**src/shared/cmc_params.svh**
```systemverilog
`ifndef CMC_PARAMS_SVH
`define CMC_PARAMS_SVH

// register byte offsets
`define CMC_OFS_CTRL 8'h00
`define CMC_OFS_CFG1 8'h04
`define CMC_OFS_CFG2 8'h08
`define CMC_OFS_TXCTL 8'h0C
`define CMC_OFS_ISTAT 8'h10
`define CMC_OFS_IMASK 8'h14
`define CMC_OFS_ERRCNT 8'h18

// field positions
`define CMC_REQ_HI 10
`define CMC_REQ_LO 8
`define CMC_STAT_HI 7
`define CMC_STAT_LO 5
`define CMC_WAKFILT_BIT 14
`define CMC_TX_REQUEST_BIT_BIT 0
`define CMC_IRQ_WAKE 0
`define CMC_IRQ_ABORT 1
`define CMC_IRQ_MODE 2

// reset values
`define CMC_CFG1_RST 8'h09
`define CMC_IMASK_RST 3'h0

// timing
`define CMC_IDLE_BITS 4'hB
`define CMC_CLK_PERIOD_NS 5
`define CMC_WAKE_FILT_NS 100
`define CMC_WAKE_FILT_CYC \
    ((`CMC_WAKE_FILT_NS + `CMC_CLK_PERIOD_NS - 1) / `CMC_CLK_PERIOD_NS)

`endif

```
**src/shared/cmc_pkg.sv**
```systemverilog
package cmc_pkg;

    // mode codes, shared by request and status fields
    typedef enum logic [2:0] {
        CMC_NORMAL = 3'h0,
        CMC_DISABLE = 3'h1,
        CMC_LOOPBACK = 3'h2,
        CMC_LISTEN = 3'h3,
        CMC_INIT = 3'h4,
        CMC_LISTEN_ALL = 3'h7
    } cmc_mode_t;

    // from the protocol engine
    typedef struct packed {
        logic tx_bit;
        logic tx_busy;
        logic err_tx;
        logic err_rx;
    } cmc_eng_in_t;

    // to the protocol engine
    typedef struct packed {
        logic rx_bit;
        logic rx_en;
        logic tx_en;
        logic ack_en;
        logic keep_on_error;
        logic tx_go;
    } cmc_eng_out_t;

    typedef struct packed {
        logic [7:0] div;
        logic [3:0] bits;
        logic idle;
    } cmc_idle_st_t;

    typedef struct packed {
        logic [4:0] cnt;
        logic armed;
        logic wake;
    } cmc_wake_st_t;

    typedef struct packed {
        cmc_mode_t req;
        cmc_mode_t mode;
        logic [7:0] cfg1;
        logic wake_filter_enable;
        logic [2:0] imask;
        logic [2:0] istat;
        logic tx_request_bit;
        logic [7:0] tec;
        logic [7:0] rec;
        logic pready;
        logic pslverr;
        logic [31:0] prdata;
        logic irq;
        logic bus_transmit_pin;
        logic bus_transmit_oe;
        logic bus_receive_claim;
        logic idle_restart;
        cmc_eng_out_t eng;
    } cmc_state_t;

endpackage : cmc_pkg

```
**src/core/cmc_mode_ctrl.sv**
```systemverilog
`timescale 1ns/1ps
`include "cmc_params.svh"

// Summary of operation
// RL1: requests come from ctrl bits 10:8; mode in force shows at 7:5.
// RL2: on-line modes hold mode and status until the bus idles for 11 recessive bits.
// RL3: initialization: no transmit or receive, counters cleared, flags kept.
// RL4: configuration registers are writable only in initialization mode.
// RL5: initialization entry waits while a transmission is in progress.
// RL6: disable: no traffic, wake flag on activity, flags and counters kept.
// RL7: request 001 waits for bus idle, then disable shows 001.
// RL8: disable releases both bus pins to port use.
// RL9: wake filter bit 14 of second config filters receive while asleep.
// RL10: disable during the post-entry idle wait aborts the pending transmit.
// RL11: request 000 gives normal mode with both pins used for the bus.
// RL12: listen-only is passive: transmit pin released, no flags, no counting.
// RL13: request 111 ignores errors and keeps partial frames on error.
// RL14: loopback ties internal transmit to receive and releases both pins.
// RL15: init, listen-only and loopback use distinct unused codes, echoed.
// RL16: idle detector counts recessive bits, restarting on any dominant bit.
module cmc_mode_ctrl (
    input wire logic pclk,
    input wire logic presetn,
    input wire logic psel,
    input wire logic penable,
    input wire logic pwrite,
    input wire logic [7:0] paddr,
    input wire logic [31:0] pwdata,
    output logic [31:0] prdata,
    output logic pready,
    output logic pslverr,
    output logic irq,
    input wire logic bus_receive_pin,
    output logic bus_transmit_pin,
    output logic bus_transmit_oe,
    output logic bus_receive_claim,
    input wire cmc_pkg::cmc_eng_in_t eng_in,
    output cmc_pkg::cmc_eng_out_t eng_out
);
    cmc_pkg::cmc_state_t st, next_st;
    logic idle;
    logic wake;
    logic line;
    logic acc_done;
    logic wr;
    logic rd;
    logic txc_mode;

    // decode used by both read and write paths
    function automatic logic cmc_mapped(input logic [7:0] a);
        cmc_mapped = a == `CMC_OFS_CTRL || a == `CMC_OFS_CFG1 ||
            a == `CMC_OFS_CFG2 || a == `CMC_OFS_TXCTL ||
            a == `CMC_OFS_ISTAT || a == `CMC_OFS_IMASK ||
            a == `CMC_OFS_ERRCNT;
    endfunction : cmc_mapped

    // registers whose writes are locked outside initialization
    function automatic logic cmc_locked(input logic [7:0] a);
        cmc_locked = a == `CMC_OFS_CFG1 || a == `CMC_OFS_CFG2 ||
            a == `CMC_OFS_IMASK;
    endfunction : cmc_locked

    // the idle detector watches what the engine would hear
    assign line = (st.mode == cmc_pkg::CMC_LOOPBACK) ? eng_in.tx_bit
        : bus_receive_pin; // see RL14
    assign txc_mode = st.mode == cmc_pkg::CMC_NORMAL ||
        st.mode == cmc_pkg::CMC_LOOPBACK ||
        st.mode == cmc_pkg::CMC_LISTEN_ALL;

    cmc_idle_det u_idle (
        .pclk(pclk),
        .presetn(presetn),
        .bit_div(st.cfg1),
        .restart(st.idle_restart),
        .line(line),
        .idle(idle)
    );

    cmc_wake_filt u_wake (
        .pclk(pclk),
        .presetn(presetn),
        .asleep(st.mode == cmc_pkg::CMC_DISABLE),
        .filt_en(st.wake_filter_enable),
        .line(bus_receive_pin),
        .wake(wake)
    );

    assign acc_done = psel && penable && st.pready;
    assign wr = acc_done && pwrite && !st.pslverr;
    assign rd = acc_done && !pwrite && !st.pslverr;

    // all block state advances here
    always_comb
    begin
        logic [2:0] ev;
        logic accept;
        logic mode_chg;
        ev = 3'h0;
        accept = 1'b0;
        mode_chg = 1'b0;
        next_st = st;
        next_st.idle_restart = 1'b0;
        next_st.eng.tx_go = 1'b0;

        // apb: answer one cycle into the access phase
        next_st.pready = 1'b0;
        if (psel && !penable)
        begin
            next_st.pready = 1'b1;
            next_st.pslverr = !cmc_mapped(paddr);
            case (paddr)
                `CMC_OFS_CTRL: next_st.prdata = {21'h0, st.req,
                    st.mode, 5'h00}; // see RL1
                `CMC_OFS_CFG1: next_st.prdata = {24'h0, st.cfg1};
                `CMC_OFS_CFG2: next_st.prdata = {17'h0,
                    st.wake_filter_enable, 14'h0};
                `CMC_OFS_TXCTL: next_st.prdata = {31'h0, st.tx_request_bit};
                `CMC_OFS_ISTAT: next_st.prdata = {29'h0, st.istat};
                `CMC_OFS_IMASK: next_st.prdata = {29'h0, st.imask};
                `CMC_OFS_ERRCNT: next_st.prdata = {16'h0, st.rec, st.tec};
                default: next_st.prdata = 32'h0000_0000;
            endcase
        end

        // software writes; a locked write is dropped without error
        if (wr)
        begin
            case (paddr)
                `CMC_OFS_CTRL:
                    next_st.req = cmc_pkg::cmc_mode_t'(
                        pwdata[`CMC_REQ_HI:`CMC_REQ_LO]); // see RL1
                `CMC_OFS_TXCTL:
                    if (pwdata[`CMC_TX_REQUEST_BIT_BIT])
                        next_st.tx_request_bit = 1'b1;
                default: ;
            endcase
            if (st.mode == cmc_pkg::CMC_INIT && cmc_locked(paddr)) // see RL4
            begin
                case (paddr)
                    `CMC_OFS_CFG1: next_st.cfg1 = pwdata[7:0];
                    `CMC_OFS_CFG2: next_st.wake_filter_enable =
                        pwdata[`CMC_WAKFILT_BIT];
                    default: next_st.imask = pwdata[2:0];
                endcase
            end
        end

        // disable requested while a transmit still waits: abort it
        if (next_st.req == cmc_pkg::CMC_DISABLE && st.tx_request_bit &&
            next_st.tx_request_bit && !idle)
        begin
            next_st.tx_request_bit = 1'b0; // see RL10
            ev[`CMC_IRQ_ABORT] = 1'b1;
        end
        else if (st.tx_request_bit && txc_mode && idle &&
            !st.idle_restart && !eng_in.tx_busy)
        begin
            next_st.eng.tx_go = 1'b1; // see RL10
            next_st.tx_request_bit = 1'b0;
        end

        // off-line modes change at once; on-line ones wait for idle
        if (st.req != st.mode)
        begin
            accept = (st.mode == cmc_pkg::CMC_INIT ||
                st.mode == cmc_pkg::CMC_DISABLE || idle) &&
                !st.idle_restart; // see RL2 RL7
            if (st.req == cmc_pkg::CMC_INIT && eng_in.tx_busy)
                accept = 1'b0; // see RL5
            case (st.req)
                cmc_pkg::CMC_NORMAL, cmc_pkg::CMC_DISABLE,
                cmc_pkg::CMC_LOOPBACK, cmc_pkg::CMC_LISTEN,
                cmc_pkg::CMC_INIT, cmc_pkg::CMC_LISTEN_ALL: ;
                default: accept = 1'b0; // unassigned codes never take effect
            endcase
        end
        if (accept)
        begin
            next_st.mode = st.req; // see RL15
            next_st.idle_restart = 1'b1; // new mode waits for fresh idle
            mode_chg = 1'b1;
        end
        ev[`CMC_IRQ_MODE] = mode_chg;
        ev[`CMC_IRQ_WAKE] = wake; // see RL6

        // error counters per mode
        case (st.mode)
            cmc_pkg::CMC_INIT:
            begin
                next_st.tec = 8'h00; // see RL3
                next_st.rec = 8'h00;
            end
            cmc_pkg::CMC_NORMAL, cmc_pkg::CMC_LOOPBACK:
            begin
                if (eng_in.err_tx && st.tec != 8'hFF)
                    next_st.tec = st.tec + 8'h01;
                if (eng_in.err_rx && st.rec != 8'hFF)
                    next_st.rec = st.rec + 8'h01;
            end
            default: ; // disable keeps, listen modes do not count
        endcase

        // pins and engine qualifiers for the mode in force
        next_st.eng.rx_en = 1'b0;
        next_st.eng.tx_en = 1'b0;
        next_st.eng.ack_en = 1'b0;
        next_st.eng.keep_on_error = 1'b0;
        next_st.eng.rx_bit = 1'b1;
        next_st.bus_transmit_oe = 1'b0;
        next_st.bus_receive_claim = 1'b0;
        next_st.bus_transmit_pin = 1'b1;
        case (next_st.mode)
            cmc_pkg::CMC_NORMAL:
            begin
                next_st.eng.rx_en = 1'b1; // see RL11
                next_st.eng.tx_en = 1'b1;
                next_st.eng.ack_en = 1'b1;
                next_st.eng.rx_bit = bus_receive_pin;
                next_st.bus_transmit_oe = 1'b1;
                next_st.bus_receive_claim = 1'b1;
                next_st.bus_transmit_pin = eng_in.tx_bit;
            end
            cmc_pkg::CMC_LISTEN:
            begin
                next_st.eng.rx_en = 1'b1; // see RL12
                next_st.eng.rx_bit = bus_receive_pin;
                next_st.bus_receive_claim = 1'b1;
            end
            cmc_pkg::CMC_LISTEN_ALL:
            begin
                next_st.eng.rx_en = 1'b1; // see RL13
                next_st.eng.tx_en = 1'b1;
                next_st.eng.ack_en = 1'b1;
                next_st.eng.keep_on_error = 1'b1;
                next_st.eng.rx_bit = bus_receive_pin;
                next_st.bus_transmit_oe = 1'b1;
                next_st.bus_receive_claim = 1'b1;
                next_st.bus_transmit_pin = eng_in.tx_bit;
            end
            cmc_pkg::CMC_LOOPBACK:
            begin
                next_st.eng.rx_en = 1'b1; // see RL14
                next_st.eng.tx_en = 1'b1;
                next_st.eng.ack_en = 1'b1;
                next_st.eng.rx_bit = eng_in.tx_bit;
            end
            default: ; // init and disable: silent, pins released, see RL3 RL8
        endcase

        // sticky status, read clears, a new event wins over the clear
        if (rd && paddr == `CMC_OFS_ISTAT)
            next_st.istat = ev;
        else
            next_st.istat = st.istat | ev;
        next_st.irq = |(next_st.istat & next_st.imask);
    end

    always_ff @(posedge pclk or negedge presetn)
    begin
        if (!presetn)
        begin
            st <= '0;
            st.req <= cmc_pkg::CMC_INIT;
            st.mode <= cmc_pkg::CMC_INIT;
            st.cfg1 <= `CMC_CFG1_RST;
            st.imask <= `CMC_IMASK_RST;
            st.bus_transmit_pin <= 1'b1;
            st.eng.rx_bit <= 1'b1;
        end
        else
            st <= next_st;
    end

    assign prdata = st.prdata;
    assign pready = st.pready;
    assign pslverr = st.pslverr;
    assign irq = st.irq;
    assign bus_transmit_pin = st.bus_transmit_pin;
    assign bus_transmit_oe = st.bus_transmit_oe;
    assign bus_receive_claim = st.bus_receive_claim;
    assign eng_out = st.eng;
endmodule : cmc_mode_ctrl

```
**src/core/cmc_idle_det.sv**
```systemverilog
`timescale 1ns/1ps
`include "cmc_params.svh"

module cmc_idle_det (
    input wire logic pclk,
    input wire logic presetn,
    input wire logic [7:0] bit_div,
    input wire logic restart,
    input wire logic line,
    output logic idle
);
    cmc_pkg::cmc_idle_st_t st, next_st;

    // sample once per bit time, count recessive bits, dominant restarts
    always_comb
    begin
        next_st = st;
        if (restart)
        begin
            next_st.div = 8'h00;
            next_st.bits = 4'h0;
            next_st.idle = 1'b0;
        end
        else if (st.div >= bit_div)
        begin
            next_st.div = 8'h00;
            if (!line)
            begin
                next_st.bits = 4'h0; // see RL16
                next_st.idle = 1'b0;
            end
            else if (st.bits < `CMC_IDLE_BITS)
                next_st.bits = st.bits + 4'h1;
        end
        else
            next_st.div = st.div + 8'h01;
        if (!restart && line && st.bits >= `CMC_IDLE_BITS)
            next_st.idle = 1'b1; // see RL16
    end

    always_ff @(posedge pclk or negedge presetn)
    begin
        if (!presetn)
            st <= '0;
        else
            st <= next_st;
    end

    assign idle = st.idle;
endmodule : cmc_idle_det

```
**src/core/cmc_wake_filt.sv**
```systemverilog
`timescale 1ns/1ps
`include "cmc_params.svh"

module cmc_wake_filt (
    input wire logic pclk,
    input wire logic presetn,
    input wire logic asleep,
    input wire logic filt_en,
    input wire logic line,
    output logic wake
);
    localparam logic [4:0] FILT_CYC = 5'(`CMC_WAKE_FILT_CYC);
    cmc_pkg::cmc_wake_st_t st, next_st;

    // a dominant pulse shorter than the filter time is treated as noise
    always_comb
    begin
        next_st = st;
        next_st.wake = 1'b0;
        if (!asleep || line)
        begin
            next_st.cnt = 5'h00;
            next_st.armed = asleep;
        end
        else if (st.armed)
        begin
            if (!filt_en || st.cnt + 5'h01 >= FILT_CYC) // see RL9
            begin
                next_st.wake = 1'b1;
                next_st.armed = 1'b0; // one pulse per dominant stretch
            end
            else
                next_st.cnt = st.cnt + 5'h01;
        end
    end

    always_ff @(posedge pclk or negedge presetn)
    begin
        if (!presetn)
            st <= '0;
        else
            st <= next_st;
    end

    assign wake = st.wake;
endmodule : cmc_wake_filt

```
**config.mk**
```make
export PLATFORM = sky130hd
export DESIGN_NAME = cmc_mode_ctrl
export DESIGN_NICKNAME = d
export VERILOG_FILES = /design/src/shared/cmc_pkg.sv /design/src/core/cmc_mode_ctrl.sv /design/src/core/cmc_idle_det.sv /design/src/core/cmc_wake_filt.sv
export VERILOG_INCLUDE_DIRS = /design/src /design/src/shared
export SDC_FILE = /design/constraint.sdc
export NUM_CORES = 1
export LEC_CHECK = 0
export BUFFER_PORTS_ARGS = -buffer_cell sky130_fd_sc_hd__buf_2
export CORE_ASPECT_RATIO = 0.9
export CORE_MARGIN = 10
export CORE_UTILIZATION = 35
export DETAILED_ROUTE_END_ITERATION = 7
export PLACE_DENSITY_LB_ADDON = 0.1
export RECOVER_POWER = 25
export SYNTH_ARGS = -nofsm -noshare
export SYNTH_HDL_FRONTEND = slang
export SYNTH_SLANG_ARGS = --single-unit
```
**constraint.sdc**
```tcl
create_clock -name pclk -period 2.5 [get_ports pclk]
set_input_delay 0.5 -clock pclk [delete_from_list [all_inputs] [get_ports pclk]]
set_output_delay 0.5 -clock pclk [all_outputs]
set_load 0.02 [all_outputs]
```
# Yosys cells after proc, flatten, opt, wreduce, memory -nomap -nowiden
# Cells that the tools add are included.
dict set report op_classes {
  add_sub_neg 5
  n_bitwise 2
  eq_ne 27
  n_reduce_logical 67
  magnitude_cmp 4
  muxes 42
}
# operator count
set ops {}
lappend ops {{$pmux 16 s7} 1}
lappend ops {{$mux 34} 1}
lappend ops {{$pmux 16 s2} 1}
lappend ops {{$add 8x1->8 const B} 3}
lappend ops {{$eq 8x5->1 const B} 3}
lappend ops {{$mux 8} 3}
lappend ops {{$logic_and 1x1->1} 22}
lappend ops {{$mux 3} 7}
lappend ops {{$mux 1} 18}
lappend ops {{$eq 8x4->1 const B} 2}
lappend ops {{$ne 8x8->1 const B} 2}
lappend ops {{$eq 3x2->1 const B} 5}
lappend ops {{$eq 3x3->1 const B} 5}
lappend ops {{$logic_or 1x1->1} 14}
lappend ops {{$mux 13} 1}
lappend ops {{$mux 5} 2}
lappend ops {{$reduce_and 2->1} 5}
lappend ops {{$eq 3x1->1 const B} 3}
lappend ops {{$logic_not 1->1} 9}
lappend ops {{$logic_not 3->1} 3}
lappend ops {{$reduce_or 3->1} 3}
lappend ops {{$eq 8x3->1 const B} 1}
lappend ops {{$ge 8x8->1} 1}
lappend ops {{$logic_not 8->1} 1}
lappend ops {{other kinds (21)} 31}
dict set report word_totals {
  in_bits 50
  register_bits 103
  wordCells 176
}

# Depth between registers and ports, before layout
dict set report depth {
  depth_word 14
  mapped_depth 8
  ltp_nobuf 8
}

# By module
# Synthesis repeated with hierarchy kept, for this count alone.
dict set report unflattened {
  hier_cells 487
  area_unflattened_um2 4967.3
}
# module instances area_per_inst_um2 cells_per_inst
set modules_own_cells {}
lappend modules_own_cells {cmc_mode_ctrl 1 3709.8 359}
lappend modules_own_cells {cmc_idle_det 1 819.5 83}
lappend modules_own_cells {cmc_wake_filt 1 437.9 45}

# Least setup slack after synthesis
# Ideal clock, no wire load.
dict set report synth_path {
  kind {reg-to-reg}
  start {reg st[79] in the netlist's numbering}
  end {reg st, in the netlist irq}
  n_path_buf 1
  arrival_ps 2097
  stages_incl_launch_ff 8
  path_slack_ps 277
  cell_sequence {dfstp_2 -> buf_4 -> nor3b_4 -> nand3_2 -> nor3_2 -> mux2_2 -> and2_1 -> a221o_1}
}
# element line
set synth_rtl {}
lappend synth_rtl {{from (decl)} cmc_mode_ctrl.sv:40} ;# cmc_pkg::cmc_state_t st, next_st;
lappend synth_rtl {{from (signal assigned)} cmc_mode_ctrl.sv:271} ;# st <= next_st;

# Worst setup path in the final report
dict set report layout_path {
  start {reg st[69] in the netlist's numbering}
  end {reg u_idle.st[4] in the netlist's numbering}
}
dict set report layout_between {
  elab_chain_cells 3
}
# element line
set layout_lines {}
lappend layout_lines {{$ge 8x8->1} cmc_idle_det.sv:24} ;# else if (st.div >= bit_div)
lappend layout_lines {{$reduce_bool 2->1 (no line)} n/a}
lappend layout_lines {{$reduce_and 2->1 (no line)} n/a}
lappend layout_lines {{to (signal assigned)} cmc_idle_det.sv:46} ;# st <= next_st;
lappend layout_lines {{to (decl)} cmc_idle_det.sv:12} ;# cmc_pkg::cmc_idle_st_t st, next_st;
# No other way between the ends.
# A chain may end at the register's enable or synchronous reset.

==> impl_metrics.tcl <==
set metrics [dict create \
    io-pin-count 94 \
    port_buffer_count 57 \
    reg2regPathDepth 7 \
    detail-route-antenna-nets 0 \
    maxSlewViolCount 0 \
    postSynthAreaPerCell_um2 9.98 \
    synth_top_cell_by_area "dfrtp_1" \
    finalCritPeriodShare 0.915 \
    drt-vias-per-instance 5.08 \
    max_slew.worst_pin.slew_ps 1020 \
    yosys_register_bits 86 \
    synth-async-reset-ratio 1.00 \
    insertedDiodeCount 0 \
    total_routing_usage_gr 0.128 \
    post_route_cells_drive_above_1_share 0.225 \
    rr_startpoint "st[69]" \
    result_of_the_run "complete, no violations" \
    synth_edf_count 0 \
    worst_hold_path.num_cells 3 \
    area_of_the_die_um2 18200 \
    clock-skew-final_ps 7.21 \
    drv_cap 0 \
    power.density_cell_area_nw_per_um2 619 \
    synth.yosys.seq_area_share 0.468 \
    critPathMaxFanout 10 \
    first_global_vias 3460 \
    overflow 0 \
    synthesis.instances 462 \
    post-synth-top-area-fraction 0.434 \
    worst_case_hold_path_end_point "st[72]" \
    endpoint_kind "flip-flop" \
    cts_root_buffer "clkbuf_16" \
    via_count 3453 \
    synth.yosys.warnings 0 \
    grt_max_degree 46 \
    globalplace.congestion 0.810 \
    tritoncts_clock_tree "yes" \
    fin_area_um2 5190 \
    drt-initial-drc-count 164 \
    syn2layout_area_growth_pct 12.6 \
    synth.top_cells.by_area "dfrtp_1 43%, buf_4 6.7%, nor2_1 4.0%" \
    antenna_found_initial 1 \
    final-setup-viol-count 0 \
    postRouteWirelength_um 11200 \
    rsz0062_at_grt "no" \
    maxClockFrequency_mhz 437 \
    slew_headroom 0.320 \
    min_from "pwdata[3]" \
    cts_inserted_buffers 9 \
    post-dp-hpwl_um 8620 \
    drt_pass1_iterations 4 \
    wl_per_cell_um 16.5 \
    timing_hold_violations_final 0 \
    floorplan.initialDensity 0.361 \
    cts_buffer_depth 2 \
    wire_length_of_the_first_global_routing_pass_um 18500 \
    min_period_ps 2290 \
    setup_tns_ps 0 \
    main_flop_type_after_synthesis "dfrtp_1" \
    fp.dieW_um 141 \
    source_to_sink_clock_delay_at_the_later_pin_of_the_worst_skew_pair_ps 340 \
    max-vdd-ir-drop_v 0.000345 \
    regToRegSetupSlack_ps 210 \
    drc 0 \
    nets 575 \
    timing.critical_path.from_type "flip-flop" \
    netlist_area_um2 4610 \
    floorplan.rows 39 \
    coreArea_um2 12800 \
    postPlaceCellArea_um2 4940 \
    critPathArrivalTime_ps 2550 \
    worst_path_clk_slew_ps 60 \
    timing.rr.end "u_idle.st[4]" \
    critPathRequiredTime_ps 2770 \
    crit_type "flip-flop to flip-flop" \
    worstHoldPathType "primary input to flip-flop" \
    die_h_um 129 \
    clock_tree.htree_level_count 3 \
    power.leakage_nw 2.42 \
    netlist-cell-type-count 63 \
    cts.sink_count 86 \
]
kinds of logic (layout without fill, tap and decap cells):
| family | Yosys count | after routing | synth area share |
|---|---|---|---|
| and+or+nand+nor | 168 | 168 | 0.188 |
| DFF | 86 | 86 | 0.468 |
| AOI/OAI and AO/OA | 81 | 81 | 0.126 |
| buffers and inverters | 74 | 113 | 0.0955 |
| xor gates and xnor gates | 21 | 21 | 0.0399 |
| muxes | 17 | 17 | 0.0431 |
| adders and majority gates | 14 | 14 | 0.0380 |
| other | 1 | 16 | 0.000813 |
synthesized netlist by cell type (2+ instances only):
library cell,number
dfrtp_1,80
nor2_1,49
nand2_1,44
buf_4,41
o21ai_0,24
inv_1,23
nand3_1,23
ha_1,14
xnor2_1,12
nor3_1,11
mux2_2,10
o31ai_1,9
xor2_1,9
clkbuf_1,8
a21oi_1,7
a221oi_1,7
nand2b_1,7
dfstp_2,6
a21o_1,5
mux2i_1,5
nand4_1,5
o211ai_1,5
a222oi_1,3
a31oi_1,3
nand3b_1,3
or3_1,3
a41oi_1,2
and2_1,2
and3_1,2
nand3_2,2
nor2b_1,2
nor3_2,2
nor4_1,2
nor4_4,2
nor4b_1,2
worst max path at each step:
stage	start	to
floorplan	st[79]	irq
global route	presetn	st[77]
global placement	penable	irq
detailed placement	psel	irq
finish	st[69]	u_idle.st[4]
CTS	st[69]	u_idle.st[4]
report_power, final:
| part | switching, mW | leakage (nW) | internal [mW] |
|---|---|---|---|
| logic | 0.217 | 1.23 | 0.139 |
| registers | 0.141 | 1.06 | 1.50 |
| clock network | 0.519 | 0.131 | 0.698 |
registers in the layout, summed over array words and instances (netlist names):
| name | cells |
|---|---|
| u_idle.idle | 1 |
| irq | 1 |
| st | 39 |
| bus_transmit_oe | 1 |
| pslverr | 1 |
| bus_transmit_pin | 1 |
| eng_out | 5 |
| u_idle.st | 12 |
| prdata | 16 |
| bus_receive_claim | 1 |
| u_wake.wake | 1 |
| u_wake.st | 6 |
| pready | 1 |
cell type report:
class	count	area (um2)
multi-input combinational	317	2070
sequential	86	2160
tap	164	205
timing repair buffer	74	412
clock buffer	14	254
fill	1276	7590
clock inverter	2	10.0
inverter	23	86.3
stage by stage:
step	power [mW]	utilization	hold WS [ps]	cells	setup WS, ps
6_report	3.22	0.406	366	680	213
5_1_grt	3.40	0.406	357	680	47.5
4_1_cts	3.27	0.408	355	680	180
3_5_place_dp	2.02	0.386	351	663	123
3_3_place_gp	2.02	0.386	351	663	138
2_1_floorplan	1.90	-	204	477	277
what timing repair did:
action,CTS,global route
hold buffers,1,0
buffers inserted,0,0
hold endpoints to repair,9,0
resized for setup,0,0
critical path, cell delays in order (launching register included):
cell	delay, ps
dfstp_2	550
ha_1	220
nand2b_1	130
a21o_1	170
a21o_1	170
a41oi_1	460
nor2_1	300
a2bb2oi_1	190
per-layer routing:
metal  GRT usage  share of wire  vias to the layer above
li1            -              -                     1660
met1       0.168           0.47                     1684
met2       0.194           0.45                       93
met3      0.0460          0.058                       14
met4      0.0388          0.013                        2
met5           0        0.00080                        -
cells in the final DEF (no fill, tap or decap), drive strengths merged, types with 8 or more instances in the layout:
cell type	n
dfrtp	80
buf	72
nor2	50
nand2	44
nand3	25
o21ai	24
inv	23
conb	16
clkbuf	15
ha	14
nor3	13
xnor2	12
mux2	10
xor2	9
o31ai	9
a21oi	8
No activity file was read; power rests on OpenSTA's default activity.
